## config.mk

```make
export PLATFORM = sky130hd
export DESIGN_NAME = ddr_chan_map
export DESIGN_NICKNAME = d
export VERILOG_FILES = /design/src/shared/ddr_cfg_pkg.sv /design/src/verilog/ddr_chan_map.sv
export VERILOG_INCLUDE_DIRS = /design/src /design/src/shared
export SDC_FILE = /design/constraint.sdc
export NUM_CORES = 1
export LEC_CHECK = 0
export BUFFER_PORTS_ARGS = -buffer_cell sky130_fd_sc_hd__buf_2
export CAP_MARGIN = 10
export CORE_MARGIN = 5
export CORE_UTILIZATION = 56
export CTS_BUF_LIST = sky130_fd_sc_hd__clkbuf_2
export CTS_CLUSTER_DIAMETER = 150
export CTS_CLUSTER_SIZE = 12
export DETAILED_ROUTE_END_ITERATION = 7
export PLACE_DENSITY_LB_ADDON = 0.1
export SYNTH_ARGS = -nofsm -noshare
export SYNTH_HDL_FRONTEND = slang
export SYNTH_SLANG_ARGS = --single-unit
```

## constraint.sdc

```tcl
create_clock -name clk_i -period 1.96 [get_ports clk_i]
set_clock_uncertainty 0.1 [all_clocks]
set_input_delay 0.196 -clock clk_i [delete_from_list [all_inputs] [get_ports clk_i]]
set_output_delay 0.196 -clock clk_i [all_outputs]
set_load 0.02 [all_outputs]
```

## src/shared/ddr_map_defs.svh

```systemverilog
`ifndef DDR_MAP_DEFS_SVH
`define DDR_MAP_DEFS_SVH
// system address layout, byte granular, 8 GB span
`define ADDR_W 33
`define COL_LSB 3
`define BANK_LSB 13
`define ROW_LSB 16
`define UNIT_LSB 29
`define NUM_RANKS 4
`define ROW_W_MAX 15
// row widths per device type
`define ROWS_X8_1G 4'hE
`define ROWS_X8_2G 4'hF
`define ROWS_X16_1G 4'hD
`define ROWS_X16_2G 4'hE
`endif

```

## src/shared/ddr_cfg_pkg.sv

```systemverilog
package ddr_cfg_pkg;
    typedef enum logic [1:0] {
        CARD_A = 2'b00,
        CARD_B = 2'b01,
        CARD_C = 2'b10,
        CARD_F = 2'b11
    } raw_card_t;
    typedef enum logic {DENS_1G = 1'b0, DENS_2G = 1'b1} density_t;
    typedef enum logic {RATE_800 = 1'b0, RATE_1066 = 1'b1} rate_t;
    typedef struct packed {
        logic [4:0] cl;
        logic [5:0] tras;
        logic [3:0] trcd;
        logic [3:0] trp;
    } timing_t;
    typedef struct packed {
        logic present;
        raw_card_t card;
        density_t density;
        rate_t max_rate;
        timing_t timing;
    } slot_cfg_t;
    typedef struct packed {
        logic [3:0] cs;
        logic [2:0] bank;
        logic [14:0] row;
        logic [9:0] col;
        logic hit;
    } dram_addr_t;
endpackage

```

## src/verilog/ddr_chan_map.sv

```systemverilog
// Summary of operation
// one 64-bit channel takes every cycle
// two slots, four chip selects at most
// rate is 800 or 1066 MT/s
// x8 parts: 14 or 15 row bits
// x16 parts: 13 or 14 row bits
// eight banks, three bank bits, ten column bits
// every rank spans an 8KB page
// only 1Gb and 2Gb densities decoded
// module sides match or one is empty
// each chip select is one rank
// channel runs at slowest module rate
// one timing set, worst across modules
// cards A, B, C, F supported
// memory down allows card B only
// unbuffered, no ECC, no register control
// address splits to rank, bank, row, column
`timescale 1ns/1ns
`include "ddr_map_defs.svh"

module ddr_chan_map (
    // clock and reset
    input wire logic clk_i,
    input wire logic rst_b_i,
    // slot configuration from presence detect
    input ddr_cfg_pkg::slot_cfg_t slot0_i,
    input ddr_cfg_pkg::slot_cfg_t slot1_i,
    input wire logic mem_down_i,
    // request side
    input wire logic req_i,
    input wire logic [`ADDR_W-1:0] addr_i,
    // decoded answer
    output logic ans_valid_o,
    output ddr_cfg_pkg::dram_addr_t ans_o,
    // channel settings
    output ddr_cfg_pkg::rate_t rate_o,
    output ddr_cfg_pkg::timing_t timing_o,
    output logic [3:0] ranks_o,
    output logic cfg_err_o
);
    import ddr_cfg_pkg::*;

    // ****************************************
    // helper functions
    // ****************************************

    // row address width for one device type
    function automatic logic [3:0] row_bits(density_t d, logic x16);
        logic [3:0] w;
        w = `ROWS_X8_1G;
        if (x16) begin
            w = (d == DENS_2G) ? `ROWS_X16_2G : `ROWS_X16_1G;
        end else begin
            w = (d == DENS_2G) ? `ROWS_X8_2G : `ROWS_X8_1G;
        end
        return w;
    endfunction

    // rank size in 512 MB units; page is always 8KB
    function automatic logic [4:0] rank_units(logic [3:0] rw);
        logic [4:0] u;
        u = 5'h01 << (rw - `ROWS_X16_1G);
        return u;
    endfunction

    // card traits: x16 parts and two chip selects
    function automatic logic card_x16(raw_card_t c);
        return (c == CARD_A) || (c == CARD_C);
    endfunction

    function automatic logic card_dual(raw_card_t c);
        return (c == CARD_A) || (c == CARD_F);
    endfunction

    // ****************************************
    // rank table
    // ****************************************

    slot_cfg_t slot [2];
    logic [3:0] rank_en;
    logic [3:0] rw [4];
    logic [4:0] units [4];
    logic [4:0] base [4];

    assign slot[0] = slot0_i;
    assign slot[1] = slot1_i;

    // one chip select per rank, two per slot
    always_comb begin
        for (int r = 0; r < `NUM_RANKS; r++) begin
            rank_en[r] = slot[r/2].present
                && ((r % 2 == 0) || card_dual(slot[r/2].card));
            rw[r] = row_bits(slot[r/2].density, card_x16(slot[r/2].card));
            units[r] = rank_en[r] ? rank_units(rw[r]) : 5'h00;
        end
    end

    // ranks stacked back to back from address zero
    always_comb begin
        base[0] = 5'h00;
        for (int r = 1; r < `NUM_RANKS; r++) begin
            base[r] = base[r-1] + units[r-1];
        end
    end

    // ****************************************
    // address decode
    // ****************************************

    dram_addr_t next_ans;
    logic [4:0] unit;
    logic [16:0] offs;
    logic [14:0] mask;

    assign unit = {1'b0, addr_i[`ADDR_W-1:`UNIT_LSB]};

    // single channel: every request decodes here
    always_comb begin
        next_ans = '0;
        offs = '0;
        mask = '0;
        next_ans.bank = addr_i[`BANK_LSB +: 3];
        next_ans.col = addr_i[`COL_LSB +: 10];
        for (int r = 0; r < `NUM_RANKS; r++) begin
            if (rank_en[r] && unit >= base[r]
                && unit < base[r] + units[r]) begin
                // one 512 MB unit spans 13 row address bits
                offs = addr_i[`ADDR_W-1:`ROW_LSB] - {base[r][3:0], 13'h0000};
                mask = 15'h7FFF >> (4'hF - rw[r]);
                next_ans.cs = 4'h1 << r;
                next_ans.row = offs[14:0] & mask;
                next_ans.hit = 1'b1;
            end
        end
    end

    // answer registered one cycle after the request
    always_ff @(posedge clk_i or negedge rst_b_i) begin
        if (!rst_b_i) begin
            ans_valid_o <= 1'b0;
            ans_o <= '0;
        end else begin
            ans_valid_o <= req_i;
            if (req_i) begin
                ans_o <= next_ans;
            end
        end
    end

    // ****************************************
    // channel settings
    // ****************************************

    rate_t next_rate;
    timing_t next_tim;
    logic next_err;

    // slowest module and worst timing win
    always_comb begin
        next_rate = RATE_1066;
        next_tim = '0;
        for (int s = 0; s < 2; s++) begin
            if (slot[s].present) begin
                if (slot[s].max_rate == RATE_800) begin
                    next_rate = RATE_800;
                end
                if (slot[s].timing.cl > next_tim.cl) begin
                    next_tim.cl = slot[s].timing.cl;
                end
                if (slot[s].timing.tras > next_tim.tras) begin
                    next_tim.tras = slot[s].timing.tras;
                end
                if (slot[s].timing.trcd > next_tim.trcd) begin
                    next_tim.trcd = slot[s].timing.trcd;
                end
                if (slot[s].timing.trp > next_tim.trp) begin
                    next_tim.trp = slot[s].timing.trp;
                end
            end
        end
    end

    // soldered parts: one card B topology in slot 0 only
    assign next_err = mem_down_i
        && ((slot0_i.present && slot0_i.card != CARD_B)
        || slot1_i.present);

    // settings refresh every cycle; no ECC or buffer control exists
    always_ff @(posedge clk_i or negedge rst_b_i) begin
        if (!rst_b_i) begin
            rate_o <= RATE_800;
            timing_o <= '0;
            ranks_o <= 4'h0;
            cfg_err_o <= 1'b0;
        end else begin
            rate_o <= next_rate;
            timing_o <= next_tim;
            ranks_o <= rank_en;
            cfg_err_o <= next_err;
        end
    end

    // ****************************************
    // assertions
    // ****************************************

    property p_answer_follows;
        @(posedge clk_i) disable iff (!rst_b_i)
        req_i |=> ans_valid_o;
    endproperty
    a_answer_follows: assert property (p_answer_follows)
        else $error("answer missing after request");

    property p_cs_onehot;
        @(posedge clk_i) disable iff (!rst_b_i)
        ans_valid_o |-> ($onehot(ans_o.cs) == ans_o.hit);
    endproperty
    a_cs_onehot: assert property (p_cs_onehot)
        else $error("chip select not one-hot on hit");

    property p_cs_present;
        @(posedge clk_i) disable iff (!rst_b_i)
        req_i ##1 ($stable(slot0_i) && $stable(slot1_i))
            |-> (ans_o.cs & ~ranks_o) == 4'h0;
    endproperty
    a_cs_present: assert property (p_cs_present)
        else $error("absent rank selected");

    property p_rate_slowest;
        @(posedge clk_i) disable iff (!rst_b_i)
        (slot0_i.present && slot0_i.max_rate == RATE_800)
            |=> rate_o == RATE_800;
    endproperty
    a_rate_slowest: assert property (p_rate_slowest)
        else $error("rate above slowest module");

    property p_rate_fast;
        @(posedge clk_i) disable iff (!rst_b_i)
        (!slot0_i.present || slot0_i.max_rate == RATE_1066)
            && (!slot1_i.present || slot1_i.max_rate == RATE_1066)
            |=> rate_o == RATE_1066;
    endproperty
    a_rate_fast: assert property (p_rate_fast)
        else $error("rate not raised to 1066");

    property p_x16_1g_rows;
        @(posedge clk_i) disable iff (!rst_b_i)
        req_i && $stable(slot0_i) && next_ans.cs[0]
            && card_x16(slot0_i.card) && slot0_i.density == DENS_1G
            |=> ans_o.row[14:13] == 2'b00;
    endproperty
    a_x16_1g_rows: assert property (p_x16_1g_rows)
        else $error("x16 1Gb row wider than 13 bits");

    property p_x8_1g_rows;
        @(posedge clk_i) disable iff (!rst_b_i)
        req_i && next_ans.cs[0] && !card_x16(slot0_i.card)
            && slot0_i.density == DENS_1G
            |=> ans_o.row[14] == 1'b0;
    endproperty
    a_x8_1g_rows: assert property (p_x8_1g_rows)
        else $error("x8 1Gb row wider than 14 bits");

    property p_bank_col;
        @(posedge clk_i) disable iff (!rst_b_i)
        req_i |=> ans_o.col == $past(addr_i[12:3])
            && ans_o.bank == $past(addr_i[15:13]);
    endproperty
    a_bank_col: assert property (p_bank_col)
        else $error("bank or column field wrong");

    property p_timing_worst;
        @(posedge clk_i) disable iff (!rst_b_i)
        slot1_i.present |=> timing_o.cl >= $past(slot1_i.timing.cl)
            && timing_o.trp >= $past(slot1_i.timing.trp);
    endproperty
    a_timing_worst: assert property (p_timing_worst)
        else $error("timing below module need");

    property p_mem_down;
        @(posedge clk_i) disable iff (!rst_b_i)
        mem_down_i && slot0_i.present && slot0_i.card != CARD_B
            |=> cfg_err_o;
    endproperty
    a_mem_down: assert property (p_mem_down)
        else $error("memory down card not flagged");

    property p_rank_zero;
        @(posedge clk_i) disable iff (!rst_b_i)
        req_i && slot0_i.present && addr_i[`ADDR_W-1:`UNIT_LSB] == 4'h0
            |=> ans_o.hit && ans_o.cs == 4'h1;
    endproperty
    a_rank_zero: assert property (p_rank_zero)
        else $error("low address not on rank 0");

    c_rank3: cover property (@(posedge clk_i) disable iff (!rst_b_i)
        ans_valid_o && ans_o.cs[3]);
    c_miss: cover property (@(posedge clk_i) disable iff (!rst_b_i)
        ans_valid_o && !ans_o.hit);
    c_fast: cover property (@(posedge clk_i) disable iff (!rst_b_i)
        rate_o == RATE_1066 && ranks_o == 4'hF);
    c_err: cover property (@(posedge clk_i) disable iff (!rst_b_i)
        cfg_err_o);

endmodule // ddr_chan_map

```

# --- Word level (Yosys, flattened, before mapping) ---
# Cells that the tools add are included.
op_classes:
  add_sub_neg: 10
  order_cmp: 16
  n_eq_ne: 5
  shift: 4
  n_mux: 36
  bitwise_logic: 4
  n_reduce_logical: 19
op_table:
  columns: ["op", "count"]
  rows:
  - ["$and A15 B15 Y15", 4]
  - ["$mux W15", 4]
  - ["$sub A15 B15 Y15", 3]
  - ["$mux W19", 2]
  - ["$mux W4", 9]
  - ["$mux W5", 6]
  - ["$shr A15 B4 Y15 const A", 2]
  - ["$lt A4 B5 Y1", 4]
  - ["$add A5 B5 Y5", 3]
  - ["$ge A4 B5 Y1", 3]
  - ["$logic_and A1 B1 Y1", 12]
  - ["$mux W6", 2]
  - ["$mux W1", 11]
  - ["$shl A1 B4 Y5 const A", 2]
  - ["$eq A2 B2 Y1 const B", 4]
  - ["$gt A4 B1 Y1 const B", 2]
  - ["$gt A4 B4 Y1", 2]
  - ["$sub A4 B4 Y4 const A", 2]
  - ["$sub A4 B4 Y4 const B", 2]
  - ["$gt A6 B1 Y1 const B", 1]
  - ["$gt A6 B6 Y1", 1]
  - ["$gt A5 B1 Y1 const B", 1]
  - ["$gt A5 B5 Y1", 1]
  - ["$logic_or A1 B1 Y1", 5]
  - ["other kinds (4)", 6]
totals:
  reg_bits: 59
  out_inout_bits: 59

# --- Depth between registers and ports, before layout ---
# Gate-level depths: netlist of run 1.
logic_depth:
  depth_word: 12
  mapped_depth: 22
  mapped_depth_nobuf: 21

# --- Worst setup path before layout of run 1 ---
# Ideal clock, no wire load.
synth_timing:
  path_kind: "input to register"
  start: "in slot0_i[23] (netlist name)"
  end: "reg ans_o[11] (netlist name)"
  setup_ns: 0.119
  arrival_ns: 4.332
  required_ns: 1.741
  slack_ns: -2.591
  path_stages: 19
  cell_sequence: "clkbuf_1 clkbuf_1 and2_1 ha_1 inv_1 fa_1 inv_1 fa_1 inv_1 fa_1 xor2_1 ha_1 a211o_1 a31oi_1 o41ai_4 o31ai_4 nor4_4 buf_6 nor2_2"
synth_between:
  elab_chain_len: 8
synth_lines:
  columns: ["item", "line_no", "text"]
  rows:
  - ["start, declared", "ddr_chan_map.sv:26", "input ddr_cfg_pkg::slot_cfg_t slot0_i,"]
  - ["$logic_and A1 B1 Y1", "ddr_chan_map.sv:92", "&& ((r % 2 == 0) || card_dual(slot[r/2].card));"]
  - ["$mux W5", "ddr_chan_map.sv:94", "units[r] = rank_en[r] ? rank_units(rw[r]) : 5'h00;"]
  - ["$add A5 B5 Y5", "ddr_chan_map.sv:102, ddr_chan_map.sv:126", null]
  - ["$add A5 B5 Y5, or another cell as far along", "ddr_chan_map.sv:102, ddr_chan_map.sv:126", null]
  - ["$add A5 B5 Y5, or another cell as far along", "ddr_chan_map.sv:126", "&& unit < base[r] + units[r]) begin"]
  - ["$lt A4 B5 Y1, or another cell as far along", "ddr_chan_map.sv:126", null]
  - ["$logic_and A1 B1 Y1 / $mux W15 (equally long branches)", "ddr_chan_map.sv:126, ddr_chan_map.sv:125", null]
  - ["$mux W15 (*)", "ddr_chan_map.sv:125", "if (rank_en[r] && unit >= base[r]"]
  - ["end signal, assigned", "ddr_chan_map.sv:145", "ans_o <= next_ans;"]
  - ["end, declared", "ddr_chan_map.sv:34", "output ddr_cfg_pkg::dram_addr_t ans_o,"]
# Every way passes the cells marked *; elsewhere a longest branch is shown, timed or not.
# A chain may end at the register's enable or synchronous reset.

# --- Final worst setup path of run 1 ---
layout_timing:
  start: "in slot0_i[21] (netlist name)"
  end: "reg ans_o[24] (netlist name)"
layout_between:
  elab_chain_len: 12
layout_lines:
  columns: ["item", "line_no", "text"]
  rows:
  - ["$eq A2 B2 Y1 / $logic_not A2 Y1 (equally long branches)", "ddr_chan_map.sv:68, ddr_chan_map.sv:72", null]
  - ["$logic_or A1 B1 Y1", "ddr_chan_map.sv:68", "return (c == CARD_A) || (c == CARD_C);"]
  - ["$mux W4", "ddr_chan_map.sv:51", "if (x16) begin"]
  - ["$sub A4 B4 Y4 (no source line)", null, null]
  - ["$shl A1 B4 Y5", "ddr_chan_map.sv:62", "u = 5'h01 << (rw - `ROWS_X16_1G);"]
  - ["$mux W5", "ddr_chan_map.sv:94", null]
  - ["$add A5 B5 Y5, or another cell as far along (2 in series)", "ddr_chan_map.sv:102, ddr_chan_map.sv:126", null]
  - ["$add A5 B5 Y5, or another cell as far along", "ddr_chan_map.sv:126", null]
  - ["$lt A4 B5 Y1, or another cell as far along", "ddr_chan_map.sv:126", null]
  - ["$logic_and A1 B1 Y1 / $mux W15 (equally long branches)", "ddr_chan_map.sv:126, ddr_chan_map.sv:125", null]
  - ["$mux W15 (*)", "ddr_chan_map.sv:125", null]
# Marks and branches as above.

==> flow_summary.yaml, run 1 <==
timing:
  fmaxAchievable_mhz: 245.0
  rsz0062_at_grt: "yes"
  period_share_pct: 208.3
  setup_violations: 28
  tightest_slew_ps: 559.7
  final-max-slew-violation-count: 0
  slew_headroom_pct: 62.48
  period_minus_slack_ps: 4082
  finalSetupTns_ps: -41170
  fin_ws_ps: -2122
  finalHoldViolCount: 0
  hold-worst-slack_ps: 71.77
hold_path:
  hp-class: "in -> async"
layout:
  fin_area_mm2: 0.006362
  final_common_cell: "buf_2"
  fillers: 241
  utilization_pct: 93.13
  regArea_mm2: 0.001476
  layout_common_cells: "buf_2 (138), dlygate4sd3_1 (72), buf_4 (60)"
  multi_input_area_mm2: 0.002532
  final_layout_size_suffix_gt1_share_pct: 43.75
  final_cells: 768
  num_antenna_cells: 0
  area_growth_pct: 60.51
  nets: 810
pwr:
  p_comb_share_pct: 44.8
  total_power_mw: 4.315
  p_seq_share_pct: 33.3
  p_clk_share_pct: 21.8
  p_sw_mw: 1.690
  p_leak_nw: 3.317
  internal_power_mw: 2.625
  power_density_mw_per_mm2: 678.3
  switching_share_pct: 39.17
  vdd_drop_max_mv: 0.4351
drt:
  wire_per_inst_um: 24.19
  drt_iter0_markers: 553
  vias_per_cell: 6.154
  routed_wl_um: 18580
  vias: 4726
  firstDrtPassIters: 8
  drc: 7
  postRouteAntennaNets: 0
clock_tree:
  clkLatencyLatePin_ps: 540
  cts_tree: "done"
  clockBufferDepth: 2
  ctsRootBufferMaster: "clkbuf_2"
  htree_levels: 3
  clk_pin_slew_ps: 200
  cts_buffers: 9
  clkSinkCount: 59
die:
  die_x_um: 94.13
  start_util_pct: 58.02
  dieArea_mm2: 0.008860
  rows: 30
  core_area_mm2: 0.006832
  io-pin-count: 144
  die_y_um: 94.13
critical_path:
  start_kind: "primary input"
  path_buf_inv: 7
  crit_top_cell: "buf_4"
  worstRegToRegCells: 3
  critical_path.max_fanout: 3
  worst_path_largest_cell_delay_ps: 520
  critPathRequiredTime_ps: 2280
  crit_family: "adder cells"
  timing.rr.end: "ans_o[24]"
  startpoint: "slot0_i[21]"
  r2r_slack_ps: 920
  cp_data_arrival_time_ps: 4400
  cp_cell_sequence: "buf_8 -> ha_4 -> and3_4 -> ha_4 -> inv_2 -> fa_1 -> inv_2 -> ha_4 -> a21o_1 -> a21oi_2 -> xor2_1 -> buf_4 -> buf_4 -> buf_4 -> ha_1 -> nand2_1 -> o21bai_1 -> a21boi_1 -> nor2_1 -> buf_4 -> o41ai_1"
  worst_path_max_delay_cell: "fa_1"
  worstSetupPathType: "in -> reg"
  setup.worst_path.end_class: "register"
  r2r-start: "ans_o[24]"
placed_design:
  placedCellCount: 670
  dpl_worst_slack_ps: -3030
  hpwlAfterDp_um: 8484
  place.gp.congestion: 0.8894
  dpl_cell_area_mm2: 0.005258
  io_buffers: 140
logic_synthesis:
  synth_cell_types: 54
  synth-main-ff-cell: "dfrtp_1"
  synth_edf_count: 0
  synthCells: 385
  ys_seq_area_share_pct: 37.25
  ys_ff_latch: 59
  ys.warnings.count: 0
  async_flop_share_pct: 100.0
  synth.avg_cell_area_um2: 10.30
  netlist_area_mm2: 0.003964
status:
  status: "complete, but fails checks"
  violations: "DRC, setup timing"
global_routing:
  grt_pass1_wl_um: 24560
  grt_pass1_vias: 4776
  grt_max_degree: 39
  antenna_found_initial: 0
  gr-total-overflow: 0
  grt.total_usage_pct: 36.59
flow_run:
  cap_violations: 0
## synth_stat cells, types with 2 or more instances
library cell | number | area share [%]
a21o_1 | 5 | 0.95
a21oi_1 | 15 | 1.9
a21oi_2 | 2 | 0.44
a22o_1 | 2 | 0.44
a41oi_1 | 2 | 0.44
and2_1 | 12 | 1.9
and3_1 | 3 | 0.47
clkbuf_1 | 6 | 0.57
conb_1 | 2 | 0.19
dfrtp_1 | 59 | 37
fa_1 | 3 | 1.5
ha_1 | 55 | 17
inv_1 | 38 | 3.6
mux2_2 | 19 | 5.4
mux2i_1 | 22 | 5.6
nand2_1 | 36 | 3.4
nand2b_1 | 7 | 1.1
nand3_1 | 5 | 0.63
nand4_1 | 3 | 0.47
nor2_1 | 15 | 1.4
nor2_2 | 10 | 1.6
nor2b_1 | 7 | 1.1
o21a_1 | 5 | 0.95
o21ai_0 | 11 | 1.4
o21bai_1 | 2 | 0.38
xnor2_1 | 6 | 1.3
xor2_1 | 6 | 1.3
## how the worst max path moves through the flow
| stage | to | slack, ps | cells after the start |
|---|---|---|---|
| after global routing | ans_o[24] | -2240 | 21 |
| after CTS | ans_o[20] | -1910 | 20 |
| after global placement | ans_o[20] | -2850 | 22 |
| final | ans_o[24] | -2120 | 21 |
| after floorplan | ans_o[29] | -2290 | 18 |
| after detailed placement | ans_o[19] | -3030 | 22 |
## power by group through the flow
stage               Clock (mW)  Combinational (mW)  Sequential [mW]
floorplan                    0               0.705             1.62
global placement             0                1.40             1.43
detailed placement           0                1.46             1.43
CTS                      0.913                1.66             1.41
global route             0.981                2.02             1.45
finish                   0.942                1.93             1.44
## registers in the layout, summed over array words and instances (netlist names)
signal / cells
timing_o: 19
cfg_err_o: 1
ans_o: 33
ans_valid_o: 1
rate_o: 1
ranks_o: 4
## logic make-up (layout without fill, tap and decap cells)
logic type / after synthesis / in the layout / synth area share [%]
xor+xnor: 12 / 12 / 2.651
flops: 59 / 59 / 37.25
simple gates: 105 / 105 / 13.73
compound gates: 62 / 62 / 11.77
mux: 41 / 41 / 10.95
fa+ha+maj: 58 / 58 / 18.88
buf+inv: 46 / 330 / 4.577
other cells: 2 / 5 / 0.1895
## routing by layer
layer / wire length [um] / global-route usage (%)
met5: 0 / 0
met4: 1730 / 23.47
met3: 2133 / 9.936
met2: 8718 / 63.63
met1: 5998 / 38.70
## area by class of cell
cell class / instances / area share, %
multi-input cells: 283 / 39.80
clock inverters: 7 / 1.455
well taps: 96 / 1.888
inverters: 38 / 2.281
clock buffers: 9 / 0.7080
repair buffers: 276 / 30.66
flip-flops and latches: 59 / 23.21
## repair_timing
item	4_1_cts	5_1_grt
setup endpoints to repair	20	26
hold endpoints to repair	109	0
resized for setup	19	13
buffers inserted	7	3
gates cloned	0	0
hold buffers	72	0
pin swaps	9	6
(Power assumes the default switching activity.)
==> run 2: changes to the inputs <==
ABC_AREA = 1   (was unset)
==> run 2 against run 1 <==
Effect of this change:
- the run ends with hold timing, setup timing left
- sequential share of layout area is 0.30 points higher
- non-clock buffer count is 13 lower
- flip-flop and latch count stayed put
- cell count is 15% higher
- first-iteration DRC count is 60% lower
- final area is 1.3% lower
==> flow_summary.yaml, run 2 <==
clock_tree:
  htree_levels: 3
  clkSinkCount: 59
  ctsRootBufferMaster: "clkbuf_2"
  cts_tree: "done"
  clk_pin_slew_ps: 180
  clockBufferDepth: 2
  clkLatencyLatePin_ps: 490
  cts_buffers: 9
timing:
  finalSetupTns_ps: -28080
  period_share_pct: 173.9
  rsz0062_at_grt: "yes"
  finalHoldViolCount: 7
  fin_ws_ps: -1448
  period_minus_slack_ps: 3408
  fmaxAchievable_mhz: 293.4
  final-max-slew-violation-count: 0
  hold-worst-slack_ps: -155.3
  setup_violations: 20
logic_synthesis:
  synthTopCellsByCount: "nand2_1 (168), inv_1 (60), dfrtp_1 (59)"
  synth.avg_cell_area_um2: 7.960
  synth.most_common_cell: "nand2_1"
  synth_edf_count: 0
  netlist_area_mm2: 0.004068
  ys_seq_area_share_pct: 36.30
  synthTopCellsByArea: "dfrtp_1 (36%), ha_1 (17%), nand2_1 (16%)"
  ys.warnings.count: 0
  async_flop_share_pct: 100.0
  synth_largest_area_cell: "dfrtp_1"
  synth_cell_types: 33
  synth_top_area_share_pct: 36.30
  synth-main-ff-cell: "dfrtp_1"
  synthCells: 511
  ys_ff_latch: 59
drt:
  vias_per_cell: 5.238
  drt_iter0_markers: 222
  firstDrtPassIters: 7
  wire_per_inst_um: 16.18
  postRouteAntennaNets: 0
  routed_wl_um: 14260
  vias: 4615
  drc: 0
placed_design:
  hpwlAfterDp_um: 8537
  io_buffers: 140
  place.gp.congestion: 0.8956
pwr:
  p_leak_nw: 3.562
  power_density_mw_per_mm2: 615.4
  total_power_mw: 3.865
  vdd_drop_max_mv: 0.2560
die:
  dieArea_mm2: 0.009068
  die_x_um: 95.23
  io-pin-count: 144
  core_area_mm2: 0.007176
  rows: 31
  start_util_pct: 56.69
  die_y_um: 95.23
hold_path:
  hp-class: "in -> reg"
flow_run:
  cap_violations: 0
layout:
  regMostFlops: "ans_o"
  area_growth_pct: 54.41
  top_regs: "ans_o x33, timing_o x19, ranks_o x4"
  nets: 919
  final_common_cell: "nand2_1"
  layout_common_cells: "nand2_1 (158), buf_2 (138), dlygate4sd3_1 (70)"
  final_layout_size_suffix_gt1_share_pct: 35.72
  largest_register_ffs: 33
global_routing:
  gr-total-overflow: 0
  grt_pass1_vias: 4623
  met2_usage_pct: 54.52
  grt_pass1_wl_um: 21500
  grt_max_degree: 30
  globalRouteMet3Util_pct: 7.103
  met1_usage_pct: 33.55
  busiest_layer: "met2"
  grt.total_usage_pct: 30.55
  antenna_found_initial: 1
status:
  violations: "hold timing, setup timing"
  status: "complete, but fails checks"
critical_path:
  setup.worst_path.end_class: "register"
  critical_path.max_fanout: 6
  worstSetupPathType: "in -> reg"
  critPathRequiredTime_ps: 2270
  start_kind: "primary input"
  cp_data_arrival_time_ps: 3720
-- run 2: changes by cell type in the layout (fill, tap and decap cells not counted), sizes merged, moves of 13 or more --
cell,delta
nand2,+142
nand3,+30
inv,+26
mux2i,-22
mux2,-19
nor2,+13
-- run 2: final cells by class --
cell class	instances	area [um^2]
sequential	59	1476
fill	347	894.6
tap	99	123.9
clock inverter	7	45.04
timing repair buffer	263	1836
inverter	64	247.7
clock buffer	9	45.04
antenna	1	2.502
multi-input combinational	379	2505
-- run 2: cell families after synthesis --
kind of cell	synth area share, %
AO/OA/AOI/OAI	6.983
XOR/XNOR	1.507
adder cells (fa/ha/maj)	18.39
buffers and inverters	7.690
flip-flops	36.30
other	0.1846
AND/OR/NAND/NOR	28.94
-- run 2: worst paths after layout --
kind,endpoint,start,slack [ps],cells after the start
setup / recovery,ans_o[0],slot0_i[21],-1450,23
hold / removal,ans_valid_o,req_i,-160,1
setup reg to reg,ans_o[25],ans_o[25],660,3
hold reg to reg,ans_o[21],ans_o[21],400,2
max in group asynchronous,ans_o[30],rst_b_i,1150,3
min in group asynchronous,ans_o[26],rst_b_i,30,2
-- run 2: through the flow --
step / setup slack (ps) / area, um^2 / util, % / std cells
final: -1448 / 6281 / 87.53 / 881
after global routing: -1627 / 6279 / 87.50 / 880
after CTS: -1553 / 6082 / 84.76 / 876
after detailed placement: -2112 / 5226 / 72.83 / 787
after global placement: -2025 / 5226 / 72.83 / 787
after floorplan: -1728 / 4121 / - / 514
-- run 2: repair_timing --
action,in CTS,in global routing
cloned,0,1
hold buffers,69,1
pin swaps,16,22
resized for setup,13,38
hold endpoints to repair,115,7
endpoints found under the setup margin,20,26
buffers inserted,4,2
-- run 2: worst max-delay path, cell delays in order --
cell	delay [ps]
buf_8	110
ha_4	270
nand2_4	60
nor2_4	70
ha_2	180
inv_2	40
fa_1	520
inv_2	60
fa_2	360
xor2_2	190
ha_1	340
buf_4	160
nand3_1	70
nand2_1	60
xnor2_1	120
ha_1	270
nand2_1	60
nand2_2	80
nand2_4	80
nand2_8	150
nand2_4	110
nand2_2	90
nand2_1	60
-- run 2: metal layers --
| metal | part of all wire, % | vias to the layer above | routed length [um] |
|---|---|---|---|
| li1 | - | 2159 | - |
| met1 | 36 | 2154 | 5098 |
| met2 | 51 | 224 | 7237 |
| met3 | 7.9 | 78 | 1132 |
| met4 | 5.5 | 0 | 788 |
| met5 | 0 | - | 0 |
-- run 2: where the power goes --
part           switching [mW]  total, mW  internal (mW)
registers              0.0757       1.44           1.36
clock network           0.492      0.650          0.158
logic                    1.03       1.78          0.744
total                    1.60       3.87           2.27
